**src/hdl/cal_ctrl_map.vh**
```
// Register map and field layout of the calibration control block.
// Assumes a 32-bit bus; each 8-bit register sits in byte lane 0.
`ifndef CAL_CTRL_MAP_VH
`define CAL_CTRL_MAP_VH

// ----------------------------------------
// Register indices (byte address = 4*idx)
// ----------------------------------------
`define RUN_CTRL_IDX   8'h61
`define SETUP_IDX      8'h62
`define STATE_IDX      8'h6A
`define PIN_SETUP_IDX  8'h6B
`define SW_TRIG_IDX    8'h6C
`define IRQ_STAT_IDX   8'h70
`define IRQ_MASK_IDX   8'h71

// ----------------------------------------
// Reset values
// ----------------------------------------
`define RUN_CTRL_RST   8'h01
`define SETUP_RST      8'h01
`define PIN_SETUP_RST  8'h00
`define SW_TRIG_RST    8'h01
`define IRQ_MASK_RST   3'h0

// ----------------------------------------
// Field positions
// ----------------------------------------
`define SETUP_FG       0
`define SETUP_BG       1
`define SETUP_OS       2
`define SETUP_BGOS     3
`define SETUP_OSFILT   4
`define PIN_TRIG_SEL   0
`define PIN_STAT_LO    1
`define PIN_STAT_HI    2
`define IRQ_FG         0
`define IRQ_HALT       1
`define IRQ_ALARM      2

// ----------------------------------------
// Status pin source codes
// ----------------------------------------
`define STAT_SEL_FG    2'h0
`define STAT_SEL_ALARM 2'h2

`endif

```
**src/hdl/cal_ctrl_dummy_unused.v**
```verilog
`default_nettype none
`default_nettype wire

```
**src/hdl/cal_ctrl.v**
```verilog
// Calibration control register bank with Wishbone slave.
// Assumes one clock mclk; trigger and alarm pins are asynchronous.
`default_nettype none
`include "cal_ctrl_map.vh"

module cal_ctrl (
   input  wire        mclk,
   input  wire        rst_b,
   input  wire [9:0]  wb_adr_i,
   input  wire [31:0] wb_dat_i,
   output reg  [31:0] wb_dat_o,
   input  wire        wb_we_i,
   input  wire [3:0]  wb_sel_i,
   input  wire        wb_cyc_i,
   input  wire        wb_stb_i,
   output reg         wb_ack_o,
   input  wire        cal_trigger_pin,
   input  wire        alarm_pin,
   input  wire        fg_complete_flag_in,
   input  wire        bg_stopped_in,
   output reg         cal_status_pin,
   output wire        irq,
   output wire        cal_clear,
   output wire        fg_active,
   output wire        fg_os_active,
   output wire        bg_active,
   output wire        bg_os_active,
   output wire        offset_filter_enable
);

   // ----------------------------------------
   // Register storage
   // ----------------------------------------
   reg  [7:0] run_ctrl_ff;
   reg  [7:0] setup_ff;
   reg  [7:0] pin_setup_ff;
   reg  [7:0] sw_trig_ff;
   reg  [2:0] irq_stat_ff;
   reg  [2:0] irq_mask_ff;

   // ----------------------------------------
   // Bus decode
   // ----------------------------------------
   wire [7:0] idx;
   wire       req;
   wire       wr;
   wire       lane0;
   reg  [7:0] rd_mux;
   reg        hit;
   wire       rd_req;
   wire       wr_run_ctrl;
   wire       wr_setup;
   wire       wr_pin_setup;
   wire       wr_sw_trig;
   wire       wr_irq_stat;
   wire       wr_irq_mask;

   // ----------------------------------------
   // Synchronised pins and sequencer links
   // ----------------------------------------
   wire [1:0] pins_sync;
   wire       trig_sync;
   wire       alarm_sync;
   wire       trig_eff;
   wire       fg_complete_flag;
   wire       halted;
   reg        fg_prev_ff;
   reg        halt_prev_ff;
   reg        alarm_prev_ff;
   wire [2:0] irq_event;
   reg  [2:0] nxt_irq_stat;
   reg        nxt_cal_status;
   wire       fg_cal_run;
   wire       bg_cal_enable;
   wire       fg_offset_cal_enable;
   wire       bg_offset_cal_enable;
   wire       hw_trigger_select;
   wire       sw_trigger_bit;
   wire [1:0] stat_sel;
   wire [7:0] state_word;
   wire [2:0] irq_pending;

   // Word index from byte address
   assign idx   = wb_adr_i[9:2];
   assign req   = wb_cyc_i & wb_stb_i & ~wb_ack_o;
   assign wr    = req & wb_we_i;
   assign lane0 = wb_sel_i[0];

   // ----------------------------------------
   // Access strobes
   // ----------------------------------------

   // One read strobe, one write strobe per writable register
   assign rd_req       = req & ~wb_we_i;
   assign wr_run_ctrl  = wr & lane0 & hit & (idx == `RUN_CTRL_IDX);
   assign wr_setup     = wr & lane0 & hit & (idx == `SETUP_IDX);
   assign wr_pin_setup = wr & lane0 & hit & (idx == `PIN_SETUP_IDX);
   assign wr_sw_trig   = wr & lane0 & hit & (idx == `SW_TRIG_IDX);
   assign wr_irq_stat  = wr & lane0 & hit & (idx == `IRQ_STAT_IDX);
   assign wr_irq_mask  = wr & lane0 & hit & (idx == `IRQ_MASK_IDX);

   // ----------------------------------------
   // Wishbone handshake
   // ----------------------------------------

   // Ack one cycle after request, then drop
   always @(posedge mclk or negedge rst_b) begin
      if (!rst_b) begin
         wb_ack_o <= 1'b0;
      end else begin
         wb_ack_o <= req;
      end
   end

   // Read data captured with ack
   always @(posedge mclk or negedge rst_b) begin
      if (!rst_b) begin
         wb_dat_o <= 32'h0000_0000;
      end else if (rd_req) begin
         wb_dat_o <= {24'h00_0000, rd_mux};
      end
   end

   // ----------------------------------------
   // Read multiplexer
   // ----------------------------------------

   // Unmapped indices read as zero
   always @* begin
      rd_mux = 8'h00;
      hit    = 1'b1;
      case (idx)
         `RUN_CTRL_IDX:  rd_mux = run_ctrl_ff;
         `SETUP_IDX:     rd_mux = setup_ff;
         `STATE_IDX:     rd_mux = state_word;
         `PIN_SETUP_IDX: rd_mux = pin_setup_ff;
         `SW_TRIG_IDX:   rd_mux = sw_trig_ff;
         `IRQ_STAT_IDX:  rd_mux = {5'h00, irq_stat_ff};
         `IRQ_MASK_IDX:  rd_mux = {5'h00, irq_mask_ff};
         default:        hit    = 1'b0;
      endcase
   end

   // ----------------------------------------
   // Writable registers
   // ----------------------------------------

   // Run enable: start or hold calibration
   always @(posedge mclk or negedge rst_b) begin
      if (!rst_b) begin
         run_ctrl_ff <= `RUN_CTRL_RST;
      end else if (wr_run_ctrl) begin
         run_ctrl_ff <= wb_dat_i[7:0];
      end
   end

   // Calibration setup; software writes it only while held
   always @(posedge mclk or negedge rst_b) begin
      if (!rst_b) begin
         setup_ff <= `SETUP_RST;
      end else if (wr_setup) begin
         setup_ff <= wb_dat_i[7:0];
      end
   end

   // Pin setup: trigger source and status select
   always @(posedge mclk or negedge rst_b) begin
      if (!rst_b) begin
         pin_setup_ff <= `PIN_SETUP_RST;
      end else if (wr_pin_setup) begin
         pin_setup_ff <= wb_dat_i[7:0];
      end
   end

   // Software trigger, resets high
   always @(posedge mclk or negedge rst_b) begin
      if (!rst_b) begin
         sw_trig_ff <= `SW_TRIG_RST;
      end else if (wr_sw_trig) begin
         sw_trig_ff <= wb_dat_i[7:0];
      end
   end

   // Interrupt mask
   always @(posedge mclk or negedge rst_b) begin
      if (!rst_b) begin
         irq_mask_ff <= `IRQ_MASK_RST;
      end else if (wr_irq_mask) begin
         irq_mask_ff <= wb_dat_i[2:0];
      end
   end

   // ----------------------------------------
   // Pin synchronisation
   // ----------------------------------------

   // Trigger and alarm pins through two flops
   pin_sync #(
      .W (2)
   ) u_sync (
      .mclk    (mclk),
      .rst_b   (rst_b),
      .pin_in  ({alarm_pin, cal_trigger_pin}),
      .pin_out (pins_sync)
   );

   assign trig_sync  = pins_sync[0];
   assign alarm_sync = pins_sync[1];

   // ----------------------------------------
   // Register fields
   // ----------------------------------------

   // Setup bits steering the sequencer
   assign fg_cal_run           = setup_ff[`SETUP_FG];
   assign bg_cal_enable        = setup_ff[`SETUP_BG];
   assign fg_offset_cal_enable = setup_ff[`SETUP_OS];
   assign bg_offset_cal_enable = setup_ff[`SETUP_BGOS];

   // Pin setup and software trigger fields
   assign hw_trigger_select = pin_setup_ff[`PIN_TRIG_SEL];
   assign sw_trigger_bit    = sw_trig_ff[0];
   assign stat_sel          = pin_setup_ff[`PIN_STAT_HI:`PIN_STAT_LO];

   // Status word; reserved bits 7-2 read zero
   assign state_word = {6'h00, halted, fg_complete_flag};

   // ----------------------------------------
   // Trigger source select
   // ----------------------------------------

   // Pin when selected, else software bit
   assign trig_eff = hw_trigger_select ? trig_sync : sw_trigger_bit;

   // ----------------------------------------
   // Calibration sequencer
   // ----------------------------------------

   // Start, clear, foreground and background phases
   cal_sequencer u_seq (
      .mclk           (mclk),
      .rst_b          (rst_b),
      .run_en         (run_ctrl_ff[0]),
      .fg_run         (fg_cal_run),
      .bg_en          (bg_cal_enable),
      .fg_os_en       (fg_offset_cal_enable),
      .bg_os_en       (bg_offset_cal_enable),
      .trig           (trig_eff),
      .fg_complete_flag_in     (fg_complete_flag_in),
      .bg_stopped_in  (bg_stopped_in),
      .cal_clear      (cal_clear),
      .fg_active      (fg_active),
      .fg_os_active   (fg_os_active),
      .bg_active      (bg_active),
      .bg_os_active   (bg_os_active),
      .fg_complete_ff (fg_complete_flag),
      .halted_ff      (halted)
   );

   // Offset filter follows its setup bit
   assign offset_filter_enable = setup_ff[`SETUP_OSFILT];

   // ----------------------------------------
   // Status pin
   // ----------------------------------------

   // Source select; reserved codes 1 and 3 hold low
   always @* begin
      case (stat_sel)
         `STAT_SEL_FG:    nxt_cal_status = fg_complete_flag;
         `STAT_SEL_ALARM: nxt_cal_status = alarm_sync;
         default:         nxt_cal_status = 1'b0;
      endcase
   end

   // Registered pin, glitch free on select change
   always @(posedge mclk or negedge rst_b) begin
      if (!rst_b) begin
         cal_status_pin <= 1'b0;
      end else begin
         cal_status_pin <= nxt_cal_status;
      end
   end

   // ----------------------------------------
   // Interrupts
   // ----------------------------------------

   // Previous levels for rising edge events
   always @(posedge mclk or negedge rst_b) begin
      if (!rst_b) begin
         fg_prev_ff    <= 1'b0;
         halt_prev_ff  <= 1'b0;
         alarm_prev_ff <= 1'b0;
      end else begin
         fg_prev_ff    <= fg_complete_flag;
         halt_prev_ff  <= halted;
         alarm_prev_ff <= alarm_sync;
      end
   end

   assign irq_event[`IRQ_FG]    = fg_complete_flag & ~fg_prev_ff;
   assign irq_event[`IRQ_HALT]  = halted & ~halt_prev_ff;
   assign irq_event[`IRQ_ALARM] = alarm_sync & ~alarm_prev_ff;

   // Write one to clear; a new event wins
   always @* begin
      nxt_irq_stat = irq_stat_ff;
      if (wr_irq_stat)
         nxt_irq_stat = irq_stat_ff & ~wb_dat_i[2:0];
      nxt_irq_stat = nxt_irq_stat | irq_event;
   end

   // Sticky status
   always @(posedge mclk or negedge rst_b) begin
      if (!rst_b) begin
         irq_stat_ff <= 3'h0;
      end else begin
         irq_stat_ff <= nxt_irq_stat;
      end
   end

   // Level interrupt while unmasked bit set
   assign irq_pending = irq_stat_ff & irq_mask_ff;
   assign irq         = |irq_pending;

endmodule

`default_nettype wire

```
**src/hdl/pin_sync.v**
```verilog
// Two-stage synchroniser for pins from outside mclk.
// Assumes inputs are slow levels; one bit per stage pair.
`default_nettype none

module pin_sync #(
   parameter W = 2
) (
   input  wire         mclk,
   input  wire         rst_b,
   input  wire [W-1:0] pin_in,
   output wire [W-1:0] pin_out
);

   genvar i;

   // ----------------------------------------
   // One flop pair per bit
   // ----------------------------------------
   generate
      for (i = 0; i < W; i = i + 1) begin : g_bit
         reg meta_ff;
         reg sync_ff;
         // First stage read only by second
         always @(posedge mclk or negedge rst_b) begin
            if (!rst_b) begin
               meta_ff <= 1'b0;
               sync_ff <= 1'b0;
            end else begin
               meta_ff <= pin_in[i];
               sync_ff <= meta_ff;
            end
         end
         assign pin_out[i] = sync_ff;
      end
   endgenerate

endmodule

`default_nettype wire

```
**src/hdl/cal_sequencer.v**
```verilog
// Calibration start/run sequencer.
// Assumes engine handshakes are on mclk; trig already synchronised.
`default_nettype none

module cal_sequencer (
   input  wire mclk,
   input  wire rst_b,
   input  wire run_en,
   input  wire fg_run,
   input  wire bg_en,
   input  wire fg_os_en,
   input  wire bg_os_en,
   input  wire trig,
   input  wire fg_complete_flag_in,
   input  wire bg_stopped_in,
   output wire cal_clear,
   output wire fg_active,
   output wire fg_os_active,
   output wire bg_active,
   output wire bg_os_active,
   output reg  fg_complete_ff,
   output reg  halted_ff
);

   // ----------------------------------------
   // States
   // ----------------------------------------
   localparam S_HOLD  = 3'b000;
   localparam S_CLEAR = 3'b001;
   localparam S_FG    = 3'b010;
   localparam S_BG    = 3'b011;
   localparam S_DONE  = 3'b100;

   reg [2:0] state_ff;
   reg [2:0] nxt_state;
   reg       nxt_halted;

   // Next state
   always @* begin
      nxt_state = state_ff;
      case (state_ff)
         S_HOLD:  if (run_en) nxt_state = S_CLEAR;
         S_CLEAR: begin
            if (!run_en) nxt_state = S_HOLD;
            else if (fg_run) nxt_state = S_FG;
            else if (bg_en) nxt_state = S_BG;
            else nxt_state = S_DONE;
         end
         S_FG: begin
            if (!run_en) nxt_state = S_HOLD;
            else if (fg_complete_flag_in) nxt_state = bg_en ? S_BG : S_DONE;
         end
         S_BG:    if (!run_en) nxt_state = S_HOLD;
         S_DONE:  if (!run_en) nxt_state = S_HOLD;
         default: nxt_state = S_HOLD;
      endcase
   end

   // Halted: bg parked at phase, or fg over with bg off
   always @* begin
      nxt_halted = 1'b0;
      if (state_ff == S_DONE)
         nxt_halted = 1'b1;
      else if (state_ff == S_BG)
         nxt_halted = ~trig & bg_stopped_in;
   end

   // State and flags
   always @(posedge mclk or negedge rst_b) begin
      if (!rst_b) begin
         state_ff       <= S_HOLD;
         fg_complete_ff <= 1'b0;
         halted_ff      <= 1'b0;
      end else begin
         state_ff  <= nxt_state;
         halted_ff <= nxt_halted;
         if (state_ff == S_HOLD || state_ff == S_CLEAR)
            fg_complete_ff <= 1'b0;
         else if (state_ff == S_FG && fg_complete_flag_in)
            fg_complete_ff <= 1'b1;
      end
   end

   // Engine controls
   assign cal_clear    = (state_ff == S_CLEAR);
   assign fg_active    = (state_ff == S_FG);
   assign fg_os_active = fg_active & fg_run & fg_os_en;
   assign bg_active    = (state_ff == S_BG) & trig;
   assign bg_os_active = bg_active & bg_en & bg_os_en;

endmodule

`default_nettype wire

```
**config.mk**
```make
export PLATFORM = sky130hd
export DESIGN_NAME = cal_ctrl
export DESIGN_NICKNAME = d
export VERILOG_FILES = /design/src/hdl/cal_ctrl_dummy_unused.v /design/src/hdl/cal_ctrl.v /design/src/hdl/pin_sync.v /design/src/hdl/cal_sequencer.v
export VERILOG_INCLUDE_DIRS = /design/src /design/src/hdl
export SDC_FILE = /design/constraint.sdc
export NUM_CORES = 1
export LEC_CHECK = 0
export ABC_AREA = 0
export ABC_CLOCK_PERIOD_IN_PS = 1700
export BUFFER_PORTS_ARGS = -buffer_cell sky130_fd_sc_hd__buf_2
export CAP_MARGIN = 10
export CORE_MARGIN = 2
export CORE_UTILIZATION = 30
export CTS_BUF_LIST = sky130_fd_sc_hd__clkbuf_8
export DETAILED_ROUTE_END_ITERATION = 10
export PLACE_DENSITY = 0.57
export RECOVER_POWER = 25
export SLEW_MARGIN = 20
export SYNTH_ARGS = -nofsm -noshare
export SYNTH_HDL_FRONTEND = slang
export SYNTH_HIERARCHICAL = 1
export SYNTH_SLANG_ARGS = --single-unit
```
**constraint.sdc**
```tcl
create_clock -name mclk -period 1.7 [get_ports mclk]
set_input_delay 0.34 -clock mclk [delete_from_list [all_inputs] [get_ports mclk]]
set_output_delay 0.34 -clock mclk [all_outputs]
set_load 0.005 [all_outputs]
```
# --- Word level (Yosys, flattened, before mapping) ---
# Index checks and enable logic that the tools add are counted.
classes:
  n_addsub: 0
  multipliers: 0
  div_mod_pow: 0
  magnitude_cmp: 0
  eq_ne: 15
  shifts: 0
  muxes: 17
  n_bitwise: 31
  reduce_logical: 9
ops:
  columns: ["op", "count"]
  rows:
  - ["equality test 8 x 7 -> 1 bit, second input constant", 7]
  - ["case mux 8 bit (7 select lines)", 1]
  - ["two-way mux 3 bit", 8]
  - ["bitwise AND 1 bit", 21]
  - ["case mux 3 bit (4 select lines)", 1]
  - ["OR reduction 7 bit", 1]
  - ["bitwise AND 3 bit", 2]
  - ["equality test 3 x 2 -> 1 bit, second input constant", 2]
  - ["two-way mux 1 bit", 6]
  - ["NOT 1 bit", 6]
  - ["inequality test 2 bit, second input constant", 2]
  - ["equality test 3 x 1 -> 1 bit, second input constant", 1]
  - ["equality test 3 bit, second input constant", 1]
  - ["logical NOT 3 bit", 1]
  - ["inequality test 3 bit, second input constant", 1]
  - ["NOT 3 bit", 1]
  - ["bitwise OR 3 bit", 1]
  - ["AND reduction 3 bit", 1]
  - ["OR reduction 3 bit", 1]
  - ["equality test 2 bit, second input constant", 1]
  - ["logical NOT 2 bit", 1]
  - ["case mux 1 bit (2 select lines)", 1]
  - ["nonzero test 2 bit", 1]
  - ["OR reduction 2 bit", 1]
  - ["2 further kinds", 2]
totals:
  register_bits: 60
  latch_bits: 0
  mem_bits_rw: 0
  romBits: 0
  word_cells: 91
  n_memories: 0

# --- Logic depth before layout (Yosys ltp) ---
# Gate-level depths: netlist of run 1.
depth:
  ltp_word: 8
  mapped_depth: 7

# --- By module ---
# The synthesis of run 1 kept the hierarchy.
by_module_without_submodules:
  columns: ["module", "n_inst", "cells_each", "area_each_um2", "seq_area_each_um2"]
  rows:
  - ["cal_ctrl", 1, 230, 2660.1, 1280.0]
  - ["cal_sequencer", 1, 37, 311.5, 125.1]
  - ["pin_sync", 1, 6, 115.1, 100.1]

# --- Least setup slack after synthesis of run 1 ---
# No wires, ideal clock.
synth_timing:
  kind: "input port to flip-flop"
  startpoint: "input port wb_adr_i[2]"
  endpoint: "register run_ctrl_ff[1]"
  setup_ns: 0.125
  t_arrival_ns: 1.709
  t_required_ns: 1.575
  setup_slack_ns: -0.134
  cell_stages: 4
  path_buffers: 1
  cell_sequence: "buf_2 or4b_4 nor4_4 mux2_2"
synth_between:
  elab_chain_len: 5
  elab_cells_between_ends: 11
  classes_between: "7 x eq/ne; 1 x mux; 2 x bitwise; 1 x reduce/logical"
synth_lines:
  columns: ["element", "line_no", "text"]
  rows:
  - ["start: declaration", "cal_ctrl.v:9", "input wire [9:0] wb_adr_i,"]
  - ["equality test 8 x 7 -> 1 bit", "cal_ctrl.v:132", "case (idx)"]
  - ["OR reduction 7 bit (no source line)", null, null]
  - ["two-way mux 1 bit", "cal_ctrl.v:132", null]
  - ["bitwise AND 1 bit", "cal_ctrl.v:95", "assign wr_run_ctrl = wr & lane0 & hit & (idx == `RUN_CTRL_IDX);"]
  - ["bitwise AND 1 bit *", "cal_ctrl.v:95", null]
  - ["end signal: assignment", "cal_ctrl.v:151", "run_ctrl_ff <= `RUN_CTRL_RST;"]
  - ["end signal: assignment", "cal_ctrl.v:153", "run_ctrl_ff <= wb_dat_i[7:0];"]
  - ["end: declaration", "cal_ctrl.v:34", "reg [7:0] run_ctrl_ff;"]
# Mark *: on every way between the ends. The rest lies on a longest branch, timed or not.
# A chain may end at the register's enable or synchronous reset.

# --- Final worst setup path of run 1 ---
layout_timing:
  startpoint: "register pin_setup_ff[0]"
  endpoint: "output port bg_os_active"
layout_between:
  elab_chain_len: 4
layout_lines:
  columns: ["element", "line_no", "text"]
  rows:
  - ["start: declaration", "cal_ctrl.v:36", "reg [7:0] pin_setup_ff;"]
  - ["start signal: assignment", "cal_ctrl.v:169", "pin_setup_ff <= `PIN_SETUP_RST;"]
  - ["start signal: assignment", "cal_ctrl.v:171", "pin_setup_ff <= wb_dat_i[7:0];"]
  - ["two-way mux 1 bit", "cal_ctrl.v:233", "assign trig_eff = hw_trigger_select ? trig_sync : sw_trigger_bit;"]
  - ["via trig_eff", "cal_ctrl.v:64", "wire trig_eff;"]
  - ["bitwise AND 1 bit", "cal_sequencer.v:88", "assign bg_active = (state_ff == S_BG) & trig;"]
  - ["bitwise AND 1 bit (2 in a row)", "cal_sequencer.v:89", "assign bg_os_active = bg_active & bg_en & bg_os_en;"]
  - ["end: declaration", "cal_ctrl.v:27", "output wire bg_os_active,"]
# The timed path passes the listed nets, and every way through them passes these cells.

==> flow_metrics.env, run 1 <==
export IMPL_track_usage=0.136
export IMPL_cp_required_ns=1.36
export IMPL_ys_seq_area_frac=0.488
export IMPL_drt_iter0_markers=126
export IMPL_post_route_period_util=1.10
export IMPL_area_delta_synth_final_pct=24.4
export IMPL_root_buffer="clkbuf_8"
export IMPL_nFillCells=987
export IMPL_leakagePower_nw=1.85
export IMPL_violations="max-capacitance violations, negative setup slack"
export IMPL_fp_dieH_um=105
export IMPL_setup_tns_ns=-0.166
export IMPL_layout_commonest_cell="dfrtp_1"
export IMPL_grt_pass1_vias=2216
export IMPL_switching_share=0.224
export IMPL_slew_violations=0
export IMPL_synth_edff_count=0
export IMPL_dp_hpwl_um=5230
export IMPL_netlist_area_um2=3090
export IMPL_path_max_fanout=3
export IMPL_synth_distinct_cells=50
export IMPL_finalPower_mw=3.06
export IMPL_multi_input_area_um2=1400
export IMPL_cts_max_level=3
export IMPL_gp_congestion=0.806
export IMPL_synthCells=273
export IMPL_dieArea_um2=11100
export IMPL_yosys_warnings=6
export IMPL_final_cell_mix="54 x dfrtp_1, 41 x buf_2, 39 x mux2_2"
export IMPL_dp_slack_ns=-0.230
export IMPL_p_switching_mw=0.684
export IMPL_antenna_found_initial=0
export IMPL_drive_gt1_frac=0.432
export IMPL_insertion_delay_ns=0.34
export IMPL_power_frac_seq=0.474
export IMPL_hold_path_class="input pin to flop"
export IMPL_grt_pass1_wl_um=11600
export IMPL_viasPerCell=4.72
export IMPL_post_route_util=0.379
export IMPL_num_io_pins=96
export IMPL_critPathCaptureType="primary output"
export IMPL_max_freq_ghz=0.537
export IMPL_vdd_drop_max_mv=0.391
export IMPL_cts_buffers_inserted=9
export IMPL_fin_skew_ns=0.00710
export IMPL_coreArea_um2=10100
export IMPL_async_flop_share=1.00
export IMPL_synth_main_ff_cell="dfrtp_1"
export IMPL_power_density_nw_per_um2=797
export IMPL_ant_nets=0
export IMPL_dieWidth_um=105
export IMPL_worst_slack_ns=-0.162
export IMPL_critPathKind="flop to primary output"
export IMPL_startpoint_type="flop"
export IMPL_antenna_cells=0
export IMPL_initial_utilization=0.304
export IMPL_grt_max_degree=61
export IMPL_rsz0062_at_grt="true"
export IMPL_fin_crit_ns=1.86
export IMPL_drc_errors=0
export IMPL_io_buffer_count=42
export IMPL_syn_avg_cell_area_um2=11.3
export IMPL_nNetsFinal=402
export IMPL_clkPwrFrac=0.457
export IMPL_cap_violations=1
export IMPL_dr_pass1_iters=4
export IMPL_vias=2303
export IMPL_rows=37
export IMPL_path_clk_slew_ns=0.07
export IMPL_clock_sinks=60
export IMPL_power_internal_mw=2.37
export IMPL_cts_tree="done"
export IMPL_cts_buffer_depth=2
export IMPL_status="complete, but fails checks"
export IMPL_wirelength_um=7210
export IMPL_relSlewSlack=0.00687
export IMPL_tightest_slew_ns=1.49
export IMPL_ys_ff_latch=60
export IMPL_regArea_um2=1510
export IMPL_gr_total_overflow=0
export IMPL_hold_violations=0
export IMPL_p_comb_frac=0.069
export IMPL_setup_viol=2
export IMPL_post_drt_wl_per_cell_um=14.8
export IMPL_cp_data_arrival_time_ns=1.52
[synth_stat cells (all sizes together), types with 3 or more instances]
| master | number | share of area |
|---|---|---|
| nand3b | 3 | 0.0073 |
| o22a | 4 | 0.011 |
| mux2 | 40 | 0.15 |
| o21ai | 8 | 0.013 |
| a222oi | 4 | 0.013 |
| nand3 | 10 | 0.016 |
| and3 | 7 | 0.016 |
| a21oi | 5 | 0.0081 |
| nor3 | 4 | 0.0065 |
| nor2 | 12 | 0.015 |
| nand2 | 15 | 0.018 |
| buf | 32 | 0.076 |
| dfrtp | 57 | 0.46 |
| clkbuf | 7 | 0.0085 |
| inv | 8 | 0.0097 |
| nand2b | 5 | 0.010 |
| a22o | 3 | 0.0085 |
| nor2b | 4 | 0.011 |
| a22oi | 12 | 0.029 |
| dfstp | 3 | 0.026 |
[final timing paths]
path	startpoint	to	slack (ns)	cells past startpoint
hold / removal	alarm_pin	u_sync/g_bit[1].meta_ff	0.10	1
min in group asynchronous	rst_b	u_seq/state_ff[1]	0.45	2
max in group asynchronous	rst_b	u_seq/state_ff[2]	0.27	2
setup / recovery	pin_setup_ff[0]	bg_os_active	-0.16	4
setup reg to reg	wb_ack_o	pin_setup_ff[7]	0.06	5
hold reg to reg	u_sync/g_bit[1].meta_ff	u_sync/g_bit[1].sync_ff	0.35	0
[sequential cells by signal, summed over array words and instances (netlist names)]
signal and cells:
alarm_prev_ff 1, cal_status_pin 1, fg_prev_ff 1, halt_prev_ff 1, irq_mask_ff 3, irq_stat_ff 3
pin_setup_ff 8, run_ctrl_ff 8, setup_ff 8, sw_trig_ff 8, u_seq/fg_complete_ff 1, u_seq/halted_ff 1
u_seq/state_ff 3, u_sync/g_bit.meta_ff 2, u_sync/g_bit.sync_ff 2, wb_ack_o 1, wb_dat_o 8
[timing repair]
item	CTS	global route
gates cloned	0	0
gates resized for setup	6	8
pin swaps	1	2
endpoints found under the setup margin	19	10
hold buffers	0	0
buffers inserted	1	4
[layer usage]
metal  wire length, um  part of all wire  vias up  global-route usage
met1              3280              0.46     1134               0.183
met3               315             0.044        8              0.0315
li1                  -                 -     1094                   -
met4               107             0.015        0              0.0571
met5                 0                 0        -                   0
met2              3510              0.49       67               0.210
[critical path, cell delays in order (launching register included)]
cell     delay (ns)
dfrtp_1        0.41
mux2_4         0.32
and3_4         0.17
and3_4         0.17
buf_6          0.11
[power by group through the flow]
stage                     combinational, mW  clock (mW)  sequential [mW]
final                                 0.212        1.40             1.45
after global routing                  0.237        1.51             1.45
after CTS                             0.217        1.44             1.45
after detailed placement              0.215           0             1.48
after global placement                0.212           0             1.48
after floorplan                       0.132           0             1.47
[final cells by class]
type,count,area share
Multi-Input combinational cell,189,0.366
Inverter,8,0.00782
Tap cell,136,0.0443
Clock inverter,6,0.0209
Timing Repair Buffer,79,0.132
Clock buffer,10,0.0359
Sequential cell,60,0.393
[stage by stage]
stage | hold slack [ns] | area, um^2 | cells
after floorplan | 0.0444 | 3180 | 296
after global placement | 0.332 | 3560 | 467
after detailed placement | 0.336 | 3560 | 467
after CTS | 0.00215 | 3800 | 484
after global routing | 0.0954 | 3840 | 488
final | 0.104 | 3840 | 488
[kinds of logic after synthesis]
family                 share of synthesized area
muxes                                      0.149
other                                    0.00121
and+or+nand+nor                            0.148
buffers and inverters                     0.0940
AOI/OAI and AO/OA                          0.120
DFF                                        0.488
Note: power is estimated with default switching activity, not from simulation.
==> run 2, diff against run 1 <==
Settings changed: ABC_AREA 0 to 1, CORE_UTILIZATION 30 to 49, PLACE_DENSITY 0.57 to 0.79.
==> flow_metrics.env, run 2 <==
export IMPL_status="complete, but fails checks"
export IMPL_violations="negative setup slack"
export IMPL_synthTopCellsByArea="dfrtp_1 43%, nand2_1 12%, buf_4 6.7%"
export IMPL_dr_pass1_iters=5
export IMPL_synth_commonest_cells="110 x nand2_1, 57 x dfrtp_1, 45 x inv_1, 30 x buf_4, 29 x nor2_1"
export IMPL_place_area_um2=3590
export IMPL_post_drt_wl_per_cell_um=13.3
export IMPL_hold_path_class="input pin to flop"
export IMPL_antenna_cells=0
export IMPL_synthCells=417
export IMPL_async_flop_share=1.00
export IMPL_tightest_slew_ns=1.47
export IMPL_layoutNonFillerInstCount=565
export IMPL_slew_violations=0
export IMPL_vias=2857
export IMPL_grt_max_degree=61
export IMPL_critPathCaptureType="primary output"
export IMPL_synth_edff_count=0
export IMPL_drt_iter0_markers=246
export IMPL_yosys_area_top_type_share=0.426
export IMPL_leakagePower_nw=2.06
export IMPL_track_usage=0.208
export IMPL_yosys_warnings=6
export IMPL_fin_crit_ns=1.77
export IMPL_path_max_fanout=2
export IMPL_fin_skew_ns=0.00800
export IMPL_hold_violations=0
export IMPL_initial_utilization=0.499
export IMPL_grt_pass1_wl_um=12000
export IMPL_drc_errors=0
export IMPL_cp_required_ns=1.36
export IMPL_post_route_util=0.576
export IMPL_startpoint_type="flop"
export IMPL_cts_tree="done"
export IMPL_rows=30
export IMPL_cts_buffers_inserted=9
export IMPL_rsz0062_at_grt="true"
export IMPL_design_area_um2=3870
export IMPL_ant_nets=0
export IMPL_worst_slack_ns=-0.0675
export IMPL_drt_met1_wl_um=3520
export IMPL_cap_violations=0
export IMPL_netlist_area_um2=3350
export IMPL_relSlewSlack=0.0178
export IMPL_num_io_pins=96
export IMPL_coreArea_um2=6720
export IMPL_wirelength_um=7500
export IMPL_final_cell_mix="110 x nand2_1, 55 x dfrtp_1, 44 x inv_1"
export IMPL_route_met2_wl_um=3490
export IMPL_root_buffer="clkbuf_8"
export IMPL_holdWs_ns=0.106
export IMPL_wl_met3_um=377
export IMPL_syn_avg_cell_area_um2=8.03
export IMPL_nNetsFinal=535
export IMPL_io_buffer_count=42
export IMPL_yosysMostFrequentCell="nand2_1"
export IMPL_layout_commonest_cell="nand2_1"
export IMPL_post_route_period_util=1.04
export IMPL_placed_cells=541
export IMPL_cp_data_arrival_time_ns=1.43
export IMPL_r2r_slack_ns=0.27
export IMPL_drive_gt1_frac=0.287
export IMPL_max_freq_ghz=0.566
export IMPL_area_delta_synth_final_pct=15.5
export IMPL_cts_hold_buf=0
export IMPL_antenna_found_initial=0
export IMPL_cts_buffer_depth=2
export IMPL_fp_dieH_um=86.7
export IMPL_clock_sinks=60
export IMPL_dp_hpwl_um=5440
export IMPL_synth_distinct_cells=33
export IMPL_critPathKind="flop to primary output"
export IMPL_cts_max_level=3
export IMPL_ys_seq_area_frac=0.449
export IMPL_gp_congestion=0.876
export IMPL_dieWidth_um=86.7
export IMPL_path_clk_slew_ns=0.07
export IMPL_insertion_delay_ns=0.34
export IMPL_power_density_nw_per_um2=748
export IMPL_dieArea_um2=7510
export IMPL_synth_main_ff_cell="dfrtp_1"
export IMPL_setup_viol=2
export IMPL_ys_ff_latch=60
export IMPL_viasPerCell=5.06
export IMPL_vdd_drop_max_mv=0.306
export IMPL_yosysTopAreaCell="dfrtp_1"
export IMPL_gr_total_overflow=0
export IMPL_routed_top_layer="met4"
export IMPL_grt_pass1_vias=2597
## run 2: changes by cell type in the layout (fill, tap and decap cells not counted), moves of 10 or more
cell     change
inv_1       +34
nand4_1     +23
nand3_1     +14
nand2_1     +95
a22oi_1     -12
nor2_1      +17
inv_2       +10
mux2_2      -39
## run 2: critical path, cell delays in order, from the launching register on
cell	delay (ns)
dfrtp_1	0.41
mux2_4	0.32
inv_4	0.07
nor2_4	0.03
and3_4	0.14
buf_6	0.11
## run 2: final timing paths
| path | start | endpoint | depth (start not counted) |
|---|---|---|---|
| worst max-delay path | pin_setup_ff[0] | bg_os_active | 5 |
| worst min-delay path | alarm_pin | u_sync/g_bit[1].meta_ff | 1 |
| worst max register to register | wb_ack_o | setup_ff[4] | 6 |
| worst min register to register | u_sync/g_bit[0].meta_ff | u_sync/g_bit[0].sync_ff | 0 |
| max in group asynchronous | rst_b | u_seq/state_ff[2] | 2 |
| min in group asynchronous | rst_b | pin_setup_ff[5] | 2 |
## run 2: cells by family (layout without fill, tap and decap cells)
logic type	after synthesis	count (layout)	synth area share
DFF	60	60	0.449
other	1	24	0.00112
buffers and inverters	94	139	0.152
AOI/OAI and AO/OA	39	39	0.0740
and+or+nand+nor	222	222	0.320
muxes	1	1	0.00336
## run 2: repair_timing
item / CTS / global route
pin swaps: 1 / 0
setup endpoints to repair: 3 / 4
buffers inserted: 4 / 4
gates resized for setup: 5 / 5
## run 2: report_power, final
group          internal, mW  leakage (nW)  switching (mW)  total (mW)
logic                0.0490          1.17           0.121       0.169
clock network         0.712        0.0983           0.566        1.28
registers              1.44         0.796         0.00591        1.45
total                  2.20          2.06           0.692        2.89
## run 2: routing by layer
metal	vias up	track usage
li1	1398	-
met1	1339	0.282
met2	109	0.320
met3	11	0.0438
met4	0	0.0966
met5	-	0
## run 2: area by class of cell
| class | instances | area (um^2) |
|---|---|---|
| Clock buffer | 10 | 138 |
| Fill cell | 570 | 2850 |
| Sequential cell | 60 | 1510 |
| Tap cell | 80 | 100 |
| Multi-Input combinational cell | 286 | 1440 |
| Clock inverter | 6 | 63.8 |
| Inverter | 55 | 209 |
| Timing Repair Buffer | 68 | 415 |
## run 2: per-stage QoR
step                      setup TNS, ns  power, mW  setup WS [ns]
after floorplan                       0       1.59          0.299
after global placement                0       1.64         0.0595
after detailed placement              0       1.64         0.0351
after CTS                        -0.114       2.92        -0.0720
after global routing             -0.362       3.00         -0.103
final                            -0.118       2.89        -0.0675
